[config.mk]
export PLATFORM = sky130hd
export DESIGN_NAME = bss_sequencer
export DESIGN_NICKNAME = d
export VERILOG_FILES = /design/src/include/bss_pkg.sv /design/src/rtl/bss_sequencer.sv
export VERILOG_INCLUDE_DIRS = /design/src /design/src/include
export SDC_FILE = /design/constraint.sdc
export NUM_CORES = 1
export LEC_CHECK = 0
export BUFFER_PORTS_ARGS = -buffer_cell sky130_fd_sc_hd__buf_2
export CAP_MARGIN = 20
export CORE_ASPECT_RATIO = 0.6
export CORE_MARGIN = 4
export CORE_UTILIZATION = 61
export CTS_BUF_LIST = sky130_fd_sc_hd__clkbuf_4 sky130_fd_sc_hd__clkbuf_8
export DETAILED_ROUTE_END_ITERATION = 10
export PLACE_DENSITY = 0.82
export RECOVER_POWER = 50
export SLEW_MARGIN = 20
export SYNTH_ARGS = -nofsm -noshare
export SYNTH_HDL_FRONTEND = slang
export SYNTH_SLANG_ARGS = --single-unit
[constraint.sdc]
create_clock -name pclk -period 18.3 [get_ports pclk]
set_clock_uncertainty 0.05 [all_clocks]
set_input_delay 1.83 -clock pclk [delete_from_list [all_inputs] [get_ports pclk]]
set_output_delay 1.83 -clock pclk [all_outputs]
set_load 0.03 [all_outputs]
[src/include/bss_map.svh]
// register map, field positions, reset values and timing counts of the supervisor
`ifndef BSS_MAP_SVH
`define BSS_MAP_SVH

`define BSS_CLK_MHZ        50
// register offsets (byte addresses)
`define BSS_REG_CTRL       8'h00
`define BSS_REG_PERIOD     8'h04
`define BSS_REG_STATUS     8'h08
// field positions and reset values
`define BSS_CTRL_EN_BIT    0
`define BSS_CTRL_RESET     1'b1
`define BSS_PERIOD_RESET   16'h0064
// timing in its own unit, then in cycles; the sync window and the duty-over step in cycles only
`define BSS_T_MIN_ON_NS    70
`define BSS_MIN_ON_CYC     ((`BSS_T_MIN_ON_NS * `BSS_CLK_MHZ + 999) / 1000)
`define BSS_T_MIN_OFF_NS   120
`define BSS_MIN_OFF_CYC    ((`BSS_T_MIN_OFF_NS * `BSS_CLK_MHZ + 999) / 1000)
`define BSS_T_QUAL_US      15
`define BSS_QUAL_CYC       (`BSS_T_QUAL_US * `BSS_CLK_MHZ)
`define BSS_T_REL_US       120
`define BSS_REL_CYC        (`BSS_T_REL_US * `BSS_CLK_MHZ)
`define BSS_T_SS_US        500
`define BSS_SS_CYC         (`BSS_T_SS_US * `BSS_CLK_MHZ)
`define BSS_T_HICCUP_US    7500
`define BSS_HICCUP_CYC     (`BSS_T_HICCUP_US * `BSS_CLK_MHZ)
`define BSS_SYNC_WIN_CYC   10'h1f4
`define BSS_DO_STEP_CYC    4'h8

`endif

[src/include/bss_pkg.sv]
// types of the buck supervisor: sequencer states and the packed state record
package bss_pkg;

    typedef enum logic [2:0] {
        SEQ_OFF    = 3'b000,
        SEQ_LOCK   = 3'b001,
        SEQ_SOFT   = 3'b010,
        SEQ_RUN    = 3'b011,
        SEQ_HICCUP = 3'b100
    } bss_seq_t;

    typedef struct packed {
        bss_seq_t    seq;
        logic [19:0] seq_cnt;
        logic        supply_low_lockout;
        logic        input_high_lockout;
        logic        output_low_detect;
        logic        output_high_detect;
        logic [9:0]  uv_cnt;
        logic [9:0]  ov_cnt;
        logic [19:0] pg_cnt;
        logic        pg_oen;
        logic        pg_out;
        logic        mode_q;
        logic [9:0]  sync_win;
        logic [1:0]  sync_edges;
        logic        sync;
        logic        forced_pwm;
        logic [15:0] osc_cnt;
        logic [1:0]  tick_cnt;
        logic [1:0]  div;
        logic [3:0]  do_cnt;
        logic        min_off_seen;
        logic        gate;
        logic [15:0] on_cnt;
        logic [18:0] on_len;
        logic        ctrl_en;
        logic [15:0] period;
        logic [31:0] prdata;
        logic        pready;
        logic        pslverr;
    } bss_state_t;

endpackage : bss_pkg

[src/rtl/bss_sequencer.sv]
// supervisor and pulse gating for a synchronous step-down converter
`timescale 1ns/1ns
`include "bss_map.svh"
module bss_sequencer #(
    parameter int SS_CYCLES     = `BSS_SS_CYC,
    parameter int HICCUP_CYCLES = `BSS_HICCUP_CYC,
    parameter int REL_CYCLES    = `BSS_REL_CYC
) (
    // clock, reset, clock enable
    input  wire logic        pclk,
    input  wire logic        presetn,
    input  wire logic        ce,
    // apb slave
    input  wire logic        psel,
    input  wire logic        penable,
    input  wire logic        pwrite,
    input  wire logic [7:0]  paddr,
    input  wire logic [31:0] pwdata,
    input  wire logic [3:0]  pstrb,
    output logic      [31:0] prdata,
    output logic             pready,
    output logic             pslverr,
    // system controller pins
    input  wire logic        chip_enable,
    input  wire logic        mode_pin,
    output logic             power_ok_flag_out,
    output logic             power_ok_flag_oen,
    output logic             forced_pwm,
    output logic             sync_locked,
    // comparator results, already synchronous
    input  wire logic        supply_below_lo,
    input  wire logic        supply_above_hi,
    input  wire logic        input_above_hi,
    input  wire logic        input_below_lo,
    input  wire logic        fb_below_uv,
    input  wire logic        fb_above_uv_rel,
    input  wire logic        fb_above_ov,
    input  wire logic        fb_below_ov_rel,
    input  wire logic        current_limit,
    input  wire logic        thermal_hot,
    input  wire logic        min_off_hit,
    // pulse request from the loop and the high-side gate
    input  wire logic [15:0] on_request,
    output logic             hs_gate
);

    localparam logic [15:0] MIN_ON  = 16'(`BSS_MIN_ON_CYC);
    localparam logic [18:0] MIN_OFF = 19'(`BSS_MIN_OFF_CYC);
    localparam logic [9:0]  QUAL    = 10'(`BSS_QUAL_CYC);

    bss_pkg::bss_state_t r;
    bss_pkg::bss_state_t next_r;

    logic        en;
    logic        blocked;
    logic        sw_ok;
    logic        mode_edge;
    logic        tick;
    logic        cyc_start;
    logic [18:0] span;
    logic [18:0] max_on;
    logic        wr;
    logic        access;

    // combinational helpers shared by the state update and the checks
    always_comb begin
        en        = chip_enable & r.ctrl_en;
        blocked   = r.supply_low_lockout | r.input_high_lockout | thermal_hot;
        sw_ok     = (r.seq == bss_pkg::SEQ_SOFT || r.seq == bss_pkg::SEQ_RUN)
                    & ~r.output_high_detect & ~fb_above_ov & ~blocked & en;
        mode_edge = mode_pin & ~r.mode_q;
        tick      = r.sync ? mode_edge : (r.osc_cnt == 16'h0000);
        cyc_start = tick & (r.tick_cnt == r.div);
        span      = 19'(r.period) * 19'({1'b0, r.div} + 3'h1);
        max_on    = (span > MIN_OFF) ? span - MIN_OFF : 19'h00000;
        access    = psel & penable & ~r.pready;
        wr        = psel & penable & r.pready & pwrite;
    end

    // one next-state process for the whole block
    always_comb begin
        next_r = r;
        next_r.pg_out = 1'b0;

        // lockout latches with hysteresis
        if (supply_below_lo) begin
            next_r.supply_low_lockout = 1'b1;
        end else if (supply_above_hi) begin
            next_r.supply_low_lockout = 1'b0;
        end
        if (input_above_hi) begin
            next_r.input_high_lockout = 1'b1;
        end else if (input_below_lo) begin
            next_r.input_high_lockout = 1'b0;
        end

        // sequencer: every way back to run passes through soft-start
        case (r.seq)
            bss_pkg::SEQ_OFF: begin
                if (en) begin
                    next_r.seq = bss_pkg::SEQ_LOCK;
                end
            end
            bss_pkg::SEQ_LOCK: begin
                if (!en) begin
                    next_r.seq = bss_pkg::SEQ_OFF;
                end else if (!blocked) begin
                    next_r.seq     = bss_pkg::SEQ_SOFT;
                    next_r.seq_cnt = 20'h00000;
                end
            end
            bss_pkg::SEQ_SOFT, bss_pkg::SEQ_RUN: begin
                if (!en) begin
                    next_r.seq = bss_pkg::SEQ_OFF;
                end else if (blocked) begin
                    next_r.seq = bss_pkg::SEQ_LOCK;
                end else if (current_limit && r.output_low_detect) begin
                    next_r.seq     = bss_pkg::SEQ_HICCUP;
                    next_r.seq_cnt = 20'h00000;
                end else if (r.seq == bss_pkg::SEQ_SOFT) begin
                    if (r.seq_cnt >= 20'(SS_CYCLES - 1)) begin
                        next_r.seq = bss_pkg::SEQ_RUN;
                    end else begin
                        next_r.seq_cnt = r.seq_cnt + 20'h00001;
                    end
                end
            end
            bss_pkg::SEQ_HICCUP: begin
                if (!en) begin
                    next_r.seq = bss_pkg::SEQ_OFF;
                end else if (r.seq_cnt >= 20'(HICCUP_CYCLES - 1)) begin
                    next_r.seq = bss_pkg::SEQ_LOCK;
                end else begin
                    next_r.seq_cnt = r.seq_cnt + 20'h00001;
                end
            end
            default: begin
                next_r.seq = bss_pkg::SEQ_OFF;
            end
        endcase

        // output low detect: qualified on entry, cleared above the release level
        if (r.seq != bss_pkg::SEQ_RUN) begin
            next_r.output_low_detect = 1'b0;
            next_r.uv_cnt            = 10'h000;
        end else if (r.output_low_detect) begin
            if (fb_above_uv_rel) begin
                next_r.output_low_detect = 1'b0;
            end
        end else if (fb_below_uv) begin
            if (r.uv_cnt >= QUAL) begin
                next_r.output_low_detect = 1'b1;
            end else begin
                next_r.uv_cnt = r.uv_cnt + 10'h001;
            end
        end else begin
            next_r.uv_cnt = 10'h000;
        end

        // output high detect: same shape, switching already stopped by the raw flag
        if (r.seq != bss_pkg::SEQ_RUN && r.seq != bss_pkg::SEQ_SOFT) begin
            next_r.output_high_detect = 1'b0;
            next_r.ov_cnt             = 10'h000;
        end else if (r.output_high_detect) begin
            if (fb_below_ov_rel) begin
                next_r.output_high_detect = 1'b0;
                next_r.ov_cnt             = 10'h000;
            end
        end else if (fb_above_ov) begin
            if (r.ov_cnt >= QUAL) begin
                next_r.output_high_detect = 1'b1;
            end else begin
                next_r.ov_cnt = r.ov_cnt + 10'h001;
            end
        end else begin
            next_r.ov_cnt = 10'h000;
        end

        // power-ok: any cause pulls low at once; release waits the full delay
        if (!en || r.seq != bss_pkg::SEQ_RUN || blocked || r.output_low_detect
                || r.output_high_detect) begin
            next_r.pg_oen = 1'b0;
            next_r.pg_cnt = 20'h00000;
        end else if (r.pg_cnt >= 20'(REL_CYCLES - 1)) begin
            next_r.pg_oen = 1'b1;
        end else begin
            next_r.pg_cnt = r.pg_cnt + 20'h00001;
        end

        // sync detect: two edges inside the window mean a clock is present
        next_r.mode_q = mode_pin;
        if (mode_edge) begin
            next_r.sync_win = `BSS_SYNC_WIN_CYC;
            if (r.sync_edges != 2'h3) begin
                next_r.sync_edges = r.sync_edges + 2'h1;
            end
        end else if (r.sync_win != 10'h000) begin
            next_r.sync_win = r.sync_win - 10'h001;
        end else begin
            next_r.sync_edges = 2'h0;
        end

        // free-running oscillator; also restarted by each sync edge, but only while sync is locked
        if (tick) begin
            next_r.osc_cnt  = r.period - 16'h0001;
            next_r.tick_cnt = cyc_start ? 2'h0 : r.tick_cnt + 2'h1;
        end else if (r.osc_cnt != 16'h0000) begin
            next_r.osc_cnt = r.osc_cnt - 16'h0001;
        end

        // duty-over: step the divider by one count at a time, up to 3 or back down to 0
        if (cyc_start) begin
            next_r.min_off_seen = 1'b0;
            if (r.do_cnt >= `BSS_DO_STEP_CYC) begin
                next_r.do_cnt = 4'h0;
                if (r.min_off_seen && r.div != 2'h3) begin
                    next_r.div = r.div + 2'h1;
                end else if (!r.min_off_seen && r.div != 2'h0) begin
                    next_r.div = r.div - 2'h1;
                end
            end else begin
                next_r.do_cnt = r.do_cnt + 4'h1;
            end
        end
        if (min_off_hit) begin
            next_r.min_off_seen = 1'b1;
        end

        // leaving sync on duty-over; sync is kept through soft-start
        next_r.sync = (next_r.sync_edges >= 2'h2) & (next_r.div == 2'h0);
        next_r.forced_pwm = next_r.sync | mode_pin;

        // high-side pulse gating
        if (!sw_ok) begin
            next_r.gate = 1'b0;
        end else if (cyc_start) begin
            if (on_request < MIN_ON) begin
                next_r.gate = 1'b0;
            end else begin
                next_r.gate   = 1'b1;
                next_r.on_cnt = 16'h0001;
                if (19'(on_request) > max_on) begin
                    next_r.on_len       = max_on;
                    next_r.min_off_seen = 1'b1;
                end else begin
                    next_r.on_len = 19'(on_request);
                end
            end
        end else if (r.gate) begin
            next_r.on_cnt = r.on_cnt + 16'h0001;
            if (19'(r.on_cnt) >= r.on_len
                    || (current_limit && r.on_cnt >= MIN_ON)) begin
                next_r.gate = 1'b0;
            end
        end

        // apb: one wait cycle, write lands on the edge that samples pready
        next_r.pready  = access;
        next_r.pslverr = 1'b0;
        if (access) begin
            next_r.prdata = 32'h00000000;
            if (paddr == `BSS_REG_CTRL) begin
                next_r.prdata[`BSS_CTRL_EN_BIT] = r.ctrl_en;
            end else if (paddr == `BSS_REG_PERIOD) begin
                next_r.prdata[15:0] = r.period;
            end else if (paddr == `BSS_REG_STATUS) begin
                next_r.prdata[12:0] = {r.min_off_seen, r.div, r.pg_oen, r.forced_pwm,
                                       r.sync, r.output_high_detect, r.output_low_detect,
                                       r.input_high_lockout, r.supply_low_lockout, r.seq};
            end else begin
                next_r.pslverr = 1'b1;
            end
        end
        if (wr) begin
            if (paddr == `BSS_REG_CTRL && pstrb[0]) begin
                next_r.ctrl_en = pwdata[`BSS_CTRL_EN_BIT];
            end else if (paddr == `BSS_REG_PERIOD) begin
                if (pstrb[0]) begin
                    next_r.period[7:0] = pwdata[7:0];
                end
                if (pstrb[1]) begin
                    next_r.period[15:8] = pwdata[15:8];
                end
            end
        end
    end

    // state register; clock enable low freezes everything
    always_ff @(posedge pclk or negedge presetn) begin
        if (!presetn) begin
            r                    <= '0;
            r.seq                <= bss_pkg::SEQ_OFF;
            r.supply_low_lockout <= 1'b1; // locked until the supply proves good
            r.ctrl_en            <= `BSS_CTRL_RESET;
            r.period             <= `BSS_PERIOD_RESET;
        end else if (ce) begin
            r <= next_r;
        end
    end

    // every output straight from the state register
    assign prdata            = r.prdata;
    assign pready            = r.pready;
    assign pslverr           = r.pslverr;
    assign power_ok_flag_out = r.pg_out;
    assign power_ok_flag_oen = r.pg_oen;
    assign forced_pwm        = r.forced_pwm;
    assign sync_locked       = r.sync;
    assign hs_gate           = r.gate;
endmodule : bss_sequencer

# Word-level counts from Yosys, hierarchy flattened
# Index checks and enable logic that the tools add are counted.
# W data, S select, Z words.
[totals]
register_bits = 179
latchBits = 0
mem_bits_rw = 0
mem_bits_ro = 0
elab_cells = 235
memories = 0
[classes]
n_addsub = 15
mul = 1
n_div = 0
magnitude_cmp = 12
n_eq_ne = 30
shift = 0
mux = 79
bitwise = 22
n_reduce_logical = 47
[op_table]
columns = ["op", "count"]
rows = [
  ["$mux W20", 7],
  ["$mux W10", 10],
  ["$mux W23", 3],
  ["$pmux W20 S3", 1],
  ["$add A20 B1 Y20 const B", 2],
  ["$mux W19", 2],
  ["$mux W35", 1],
  ["$mux W17", 2],
  ["$mux W16", 2],
  ["$sub A16 B1 Y16 const B", 2],
  ["$mux W1", 29],
  ["$mux W13", 2],
  ["$mux W3", 8],
  ["$ne A2 B2 Y1 const B", 11],
  ["$mux W21", 1],
  ["$add A10 B1 Y10 const B", 2],
  ["$ge A10 B10 Y1 const B", 2],
  ["$ge A20 B13 Y1 const B", 1],
  ["$ge A20 B15 Y1 const B", 1],
  ["$ge A20 B19 Y1 const B", 1],
  ["$ge A16 B19 Y1", 1],
  ["$gt A16 B19 Y1", 1],
  ["$gt A19 B3 Y1 const B", 1],
  ["$mul A16 B3 Y19", 1],
  ["49 further kinds", 112],
]

# Longest topological paths before layout
# Gate-level depths: netlist of run 1.
[logic_depth]
ltp_word = 11
mapped_depth = 33
mapped_depth_nobuf = 25

# Least setup slack after synthesis of run 1
# No wires, ideal clock.
[synth_timing]
kind = "flip-flop to flip-flop"
from = "register r[92] (netlist bit)"
to = "register r[60] (netlist bit)"
arrival_ns = 6.685
t_required_ns = 18.125
setup_slack_ns = 11.440
path_stages_with_launch = 33
period_less_slack_ns = 6.860
path_cell_list = "dfrtp_1 -> clkbuf_1 -> inv_2 -> clkbuf_1 -> ha_1 -> clkbuf_1 -> clkbuf_1 -> nand2_1 -> fa_1 -> inv_1 -> ha_1 -> clkbuf_1 -> nand2_1 -> a211o_1 -> a2111oi_0 -> a311o_1 -> nand2b_1 -> nor3b_2 -> nand3_1 -> clkbuf_1 -> buf_1 -> nand2_1 -> ha_1 -> nand4_1 -> nor2_1 -> o21ai_0 -> o211ai_1 -> a221oi_1 -> a31o_2 -> a211oi_4 -> buf_6 -> mux2i_1 -> mux2_2"
[synth_between]
elab_chain_cells = 6
elab_cells_between_ends = 10
[synth_rtl]
columns = ["element", "line_no", "source"]
rows = [
  ["from (decl)", "bss_sequencer.sv:51", "bss_pkg::bss_state_t r;"],
  ["from (signal assigned)", "bss_sequencer.sv:297", "r <= next_r;"],
  ["$add A2 B1 Y3", "bss_sequencer.sv:74", "span = 19'(r.period) * 19'({1'b0, r.div} + 3'h1);"],
  ["$mul A16 B3 Y19", "bss_sequencer.sv:74", ""],
  ["$sub A19 B3 Y19 or $gt A19 B3 Y1 (tied branches)", "bss_sequencer.sv:75", "max_on = (span > MIN_OFF) ? span - MIN_OFF : 19'h00000;"],
  ["$mux W19", "bss_sequencer.sv:75", ""],
  ["$gt A16 B19 Y1", "bss_sequencer.sv:242", "if (19'(on_request) > max_on) begin"],
  ["$mux W19", "bss_sequencer.sv:242", ""],
]
# Parallel ways exist; a longest one is shown, timed or not.
# A chain may end at the register's enable or synchronous reset.

# Worst setup path in the final report of run 1
[layout_timing]
from = "register r[92] (netlist bit)"
to = "register r[51] (netlist bit)"
# The elaborated chain is that of the path after synthesis.

==> results of run 1 <==
-- area by class of cell --
cell class / instances / area, µm²
Fill cell: 1674 / 6820
Tap cell: 273 / 342
Clock inverter: 15 / 163
Inverter: 87 / 327
Sequential cell: 179 / 4490
Multi-Input combinational cell: 1117 / 7270
Timing Repair Buffer: 89 / 429
Clock buffer: 17 / 234
-- sequential cells by signal, summed over array words and instances, names as in the netlist --
| name | count |
|---|---|
| r | 157 |
| pslverr | 1 |
| forced_pwm | 1 |
| pready | 1 |
| hs_gate | 1 |
| sync_locked | 1 |
| power_ok_flag_oen | 1 |
| prdata | 16 |
-- worst max-delay path, cell delays in order (launching register included) --
cell	delay [ps]
dfrtp_1	650
inv_2	260
ha_1	750
nand2_1	160
fa_1	520
inv_1	40
ha_1	240
fa_1	500
nand3_1	200
a211o_1	250
a2111oi_0	150
a311o_1	400
nand2b_1	210
nor3b_2	370
nand3_1	640
o21ai_0	470
ha_1	200
nand4_1	160
nor2_1	170
o21ai_0	100
o211ai_1	100
a221oi_1	100
a31o_2	240
a211oi_4	850
mux2i_1	410
o21ai_1	100
-- cells in the final DEF (no fill, tap or decap), types with 6 or more instances in the layout --
cell type / instances
nand3_1: 46
a211oi_1: 7
clkbuf_1: 25
a21oi_1: 70
inv_1: 85
nand2_1: 190
o21ai_0: 64
and3_1: 29
fa_1: 15
nor4_1: 28
conb_1: 17
nand3b_1: 10
dfrtp_1: 174
buf_2: 58
mux2_2: 25
o31ai_1: 14
mux2i_1: 23
xor2_1: 34
nand2b_1: 17
ha_1: 66
a31oi_1: 28
nor2b_1: 14
nor3_1: 38
or3_1: 11
buf_4: 6
o21a_1: 10
a32oi_1: 12
nand4_1: 38
nor2_1: 117
clkbuf_8: 17
o21ai_1: 18
and2_1: 22
a21o_1: 21
o211ai_1: 16
xnor2_1: 29
-- per-layer routing --
metal	share of wire (%)	global-route usage, %	vias up	wire length [µm]
li1	-	-	5215	-
met1	47	43.9	5201	14900
met2	42	38.8	462	13300
met3	9.1	6.94	45	2880
met4	1.5	7.35	6	485
met5	0.13	0	-	41
-- cells by family (layout without fill, tap and decap cells) --
kind of cell             after synthesis  after routing  share of synthesized area [%]
AO/OA/AOI/OAI                        316            316                           16.6
XOR/XNOR                              63             63                           4.41
adder cells (fa/ha/maj)               81             81                           9.01
buffers and inverters                187            208                           6.69
flip-flops                           179            179                           35.9
multiplexers                          53             53                           4.54
other                                  1             17                         0.0300
AND/OR/NAND/NOR                      587            587                           22.9
-- power groups by stage --
stage               sequential [mW]  combinational [mW]  clock (mW)
finish                        0.476               0.196       0.279
global route                  0.482               0.220       0.300
CTS                           0.474               0.194       0.284
detailed placement            0.481               0.194           0
global placement              0.480               0.184           0
floorplan                     0.469               0.144           0
-- final timing paths --
check,from,end,slack [ps],cells past startpoint
worst max-delay path,r[92],r[51],9880,25
worst min-delay path,prdata[5],prdata[5],430,2
worst max register to register,r[92],r[51],9880,25
worst min register to register,prdata[5],prdata[5],430,2
max in group asynchronous,presetn,r[114],11030,3
min in group asynchronous,presetn,r[104],2590,1
-- per-stage QoR --
step	total power, mW	std cells	cell area [µm²]	setup WS [ps]	utilization (%)
after global routing	1.00	1777	13200	9200	66.0
final	0.950	1777	13200	9880	66.0
after CTS	0.952	1777	13300	10040	66.2
after global placement	0.664	1745	12900	10280	64.2
after detailed placement	0.674	1745	12900	10110	64.2
after floorplan	0.613	1483	12600	11440	-
==> flow_summary.yaml, run 1 <==
synthesis:
  synth_most_common_cell: "nand2_1"
  ys_warn_count: 0
  syn_area_mm2: 0.0125
  synth_top_area_cell: "dfrtp_1"
  syn_inst: 1467
  synth_top_area_share_pct: 34.8
  synth_seq_cells: 179
  synth.avg_cell_area_um2: 8.52
  synth_edf_count: 0
  synthFlopType: "dfrtp_1"
  ys_seq_area_share_pct: 35.9
  async_reset_ff_share_pct: 100
  synth.area.top_cells: "dfrtp_1 (35%), ha_1 (6.6%), nand2_1 (5.7%)"
  ys_types: 78
  yosys-top-cells-count: "nand2_1 (190), dfrtp_1 (174), nor2_1 (120)"
pwr:
  switching_share_pct: 36.6
  powerDensity_mw_per_mm2: 71.8
  p_sw_mw: 0.348
  p_clk_share_pct: 29.3
  intPower_mw: 0.603
  pwr-share-seq_pct: 50.1
  leakage_nw: 6.26
  p_comb_share_pct: 20.6
  vdd_ir_drop_max_mv: 0.0529
cts:
  cts-root-buf: "clkbuf_8"
  clk_latency_ps: 500
  cts.path.max_buffers: 2
  post-cts-setup-buffers: 0
  clk_pin_slew_ps: 110
  cts_resized: 0
  cts_tree: "built"
  hold_buffers: 0
  cts_max_level: 4
  cts_buffers: 17
  clkSinkCount: 179
floorplan:
  pin_count: 118
  die_y_um: 119
  initial_core_util_pct: 62.3
  fp.dieArea_mm2: 0.0229
  fp.coreArea_mm2: 0.0201
  die_w_um: 193
  rows: 40
critical_path:
  path_max_fanout: 24
  cp-end-kind: "flop"
  crit_required_ps: 18610
  path_class: "reg -> reg"
  critical_path_arrival_ps: 8730
  cp-start-kind: "flop"
detailed_routing:
  drt_iter0_markers: 1102
  post_drt_wl_per_cell_um: 17.8
  num_vias: 10900
  firstDrtPassIters: 5
  wl_mm: 31.6
  ant_nets: 0
  drt-vias-per-instance: 6.15
  route.detailed.drc: 0
global_routing:
  grt_max_degree: 70
  grt_util_all_layers_pct: 28.1
  grt_pass1_wl_mm: 52.2
  antenna_found_initial: 3
  grt_pass1_vias: 10100
  grt-ovfl-total: 0
status:
  failed_checks: "capacitance limit, slew limit"
  outcome: "complete, but fails checks"
timing:
  worst_hold_slack_ps: 429
  clock.fmax_mhz: 119
  tns_ps: 0
  relSlewSlack_pct: -154
  rsz0062_at_grt: "false"
  min_period_ps: 8420
  fin_crit_sh_pct: 46.0
  tightest_slew_ps: 3810
  setup_viol_count_final: 0
  slew_violations: 167
  hold_viol_final: 0
finish:
  diodes: 0
  final_nets: 1651
  drive_above_1_share_pct: 9.97
  syn_to_final_growth_pct: 5.97
placement:
  gp_congestion: 0.922
  numPortBuffers: 82
  dp_hpwl_mm: 23.1
job:
  max-cap-violations: 3
worst_hold_path:
  min_path_type: "reg -> reg"
Note: power is estimated with default switching activity, not from simulation.
==> run 2: changes to the inputs <==
- CORE_UTILIZATION: 61 -> 56
- PLACE_DENSITY: 0.82 -> 0.79
- clock period: 18.3 -> 7.5 ns (I/O delays scaled with it)
==> flow_summary.yaml, run 2 (synthesis results as in run 1) <==
status:
  outcome: "complete, but fails checks"
  failed_checks: "capacitance limit, slew limit"
timing:
  slew_violations: 219
  hold_viol_final: 0
  tns_ps: 0
  min_period_ps: 6940
  tightest_slew_ps: 3390
  rsz0062_at_grt: "false"
  relSlewSlack_pct: -126
  setup_viol_count_final: 0
  fin_crit_sh_pct: 92.6
  clock.fmax_mhz: 144
floorplan:
  die_w_um: 201
  pin_count: 118
  die_y_um: 124
  fp.dieArea_mm2: 0.0249
  fp.coreArea_mm2: 0.0220
  initial_core_util_pct: 56.8
  rows: 42
cts:
  cts.path.max_buffers: 2
  clk_latency_ps: 490
  clkSinkCount: 179
  clk_pin_slew_ps: 120
  cts_tree: "built"
  cts_buffers: 17
  cts_resized: 0
  hold_buffers: 0
  cts-root-buf: "clkbuf_8"
  post-cts-setup-buffers: 0
  cts_max_level: 4
detailed_routing:
  num_vias: 10900
  ant_nets: 0
  drt-vias-per-instance: 6.09
  firstDrtPassIters: 7
  route.detailed.drc: 0
  wl_mm: 32.0
  drt_iter0_markers: 841
  post_drt_wl_per_cell_um: 17.8
placement:
  gp_congestion: 0.891
  dp_hpwl_mm: 23.6
  numPortBuffers: 82
critical_path:
  r2r_cells: 26
  crit_path_start: "r[92]"
  cp-start-kind: "flop"
  cp-end-kind: "flop"
  path_class: "reg -> reg"
  path_max_fanout: 24
  crit_required_ps: 7800
  critical_path_arrival_ps: 7240
  timing.rr.start: "r[92]"
pwr:
  powerDensity_mw_per_mm2: 176
  leakage_nw: 6.37
  vdd_ir_drop_max_mv: 0.138
  design_power_total_mw: 2.36
worst_hold_path:
  min_path_type: "reg -> reg"
  min-delay-start: "prdata[15]"
  hold_depth: 2
finish:
  multi_input_area_mm2: 0.00727
  final_cell_mix: "nand2_1 (190), dfrtp_1 (174), nor2_1 (117)"
  syn_to_final_growth_pct: 6.92
  drive_above_1_share_pct: 11.3
  final_common_cell: "nand2_1"
  largest_reg_flops: 157
  regMostFlops: "r"
  fillers: 1915
  final_nets: 1656
  area.sequential_mm2: 0.00449
global_routing:
  antenna_found_initial: 5
  grt-ovfl-total: 0
  grt_pass1_vias: 10200
  grt_util_all_layers_pct: 26.0
  grt_pass1_wl_mm: 52.5
  grt_max_degree: 64
job:
  max-cap-violations: 4
==> run 2: worst paths after layout <==
| kind | end | slack (ps) |
|---|---|---|
| worst max register to register | r[51] | 560 |
| worst max-delay path | r[51] | 560 |
| worst min register to register | prdata[15] | 420 |
| min in group asynchronous | r[111] | 1350 |
| worst min-delay path | prdata[15] | 420 |
| max in group asynchronous | r[190] | 1690 |
==> run 2: final cells by class <==
type / count / share of cell area, %
antenna: 3 / 0.0562
clock buffer: 17 / 1.75
timing repair buffer: 94 / 3.61
clock inverter: 15 / 1.49
sequential: 179 / 33.6
inverter: 87 / 2.44
tap: 286 / 2.68
multi-input combinational: 1117 / 54.4
==> run 2: metal layers <==
metal | wire length (µm) | global-route usage, %
met2 | 13400 | 38.6
met1 | 15400 | 38.3
met4 | 486 | 6.79
met3 | 2760 | 6.64
met5 | 24 | 0
==> run 2: critical path, cell delays in order (launching register included) <==
cell and delay [ps]:
dfrtp_1 410, inv_2 260, ha_1 630, nand2_1 160, fa_1 520, inv_1 40
ha_1 430, and3_1 300, a221o_1 370, a211oi_1 420, a22o_1 250, xor2_1 90
and2_1 200, nand3_1 100, buf_4 240, o21ai_0 220, ha_1 330, nand4_1 130
nor2_1 150, o21ai_0 100, o211ai_1 100, a221oi_1 110, a31o_2 240, a211oi_4 140
buf_4 320, mux2i_1 370, o21ai_1 90
==> run 2: through the flow <==
stage / setup slack [ps] / utilization (%) / std cells / cell area [µm²] / hold WS, ps
final: 558 / 60.7 / 1798 / 13400 / 424
after global routing: 49.1 / 60.7 / 1795 / 13400 / 419
after CTS: 701 / 60.7 / 1795 / 13400 / 182
after detailed placement: 736 / 58.8 / 1763 / 12900 / 402
after global placement: 944 / 58.7 / 1763 / 12900 / 395
after floorplan: 640 / - / 1483 / 12600 / 390
==> run 2: report_power, final <==
group | internal [mW] | total, mW | leakage, nW | switching (mW)
Clock | 0.264 | 0.706 | 0.214 | 0.442
Combinational | 0.179 | 0.494 | 3.82 | 0.315
Sequential | 1.05 | 1.16 | 2.33 | 0.111
Total | 1.49 | 2.36 | 6.37 | 0.868
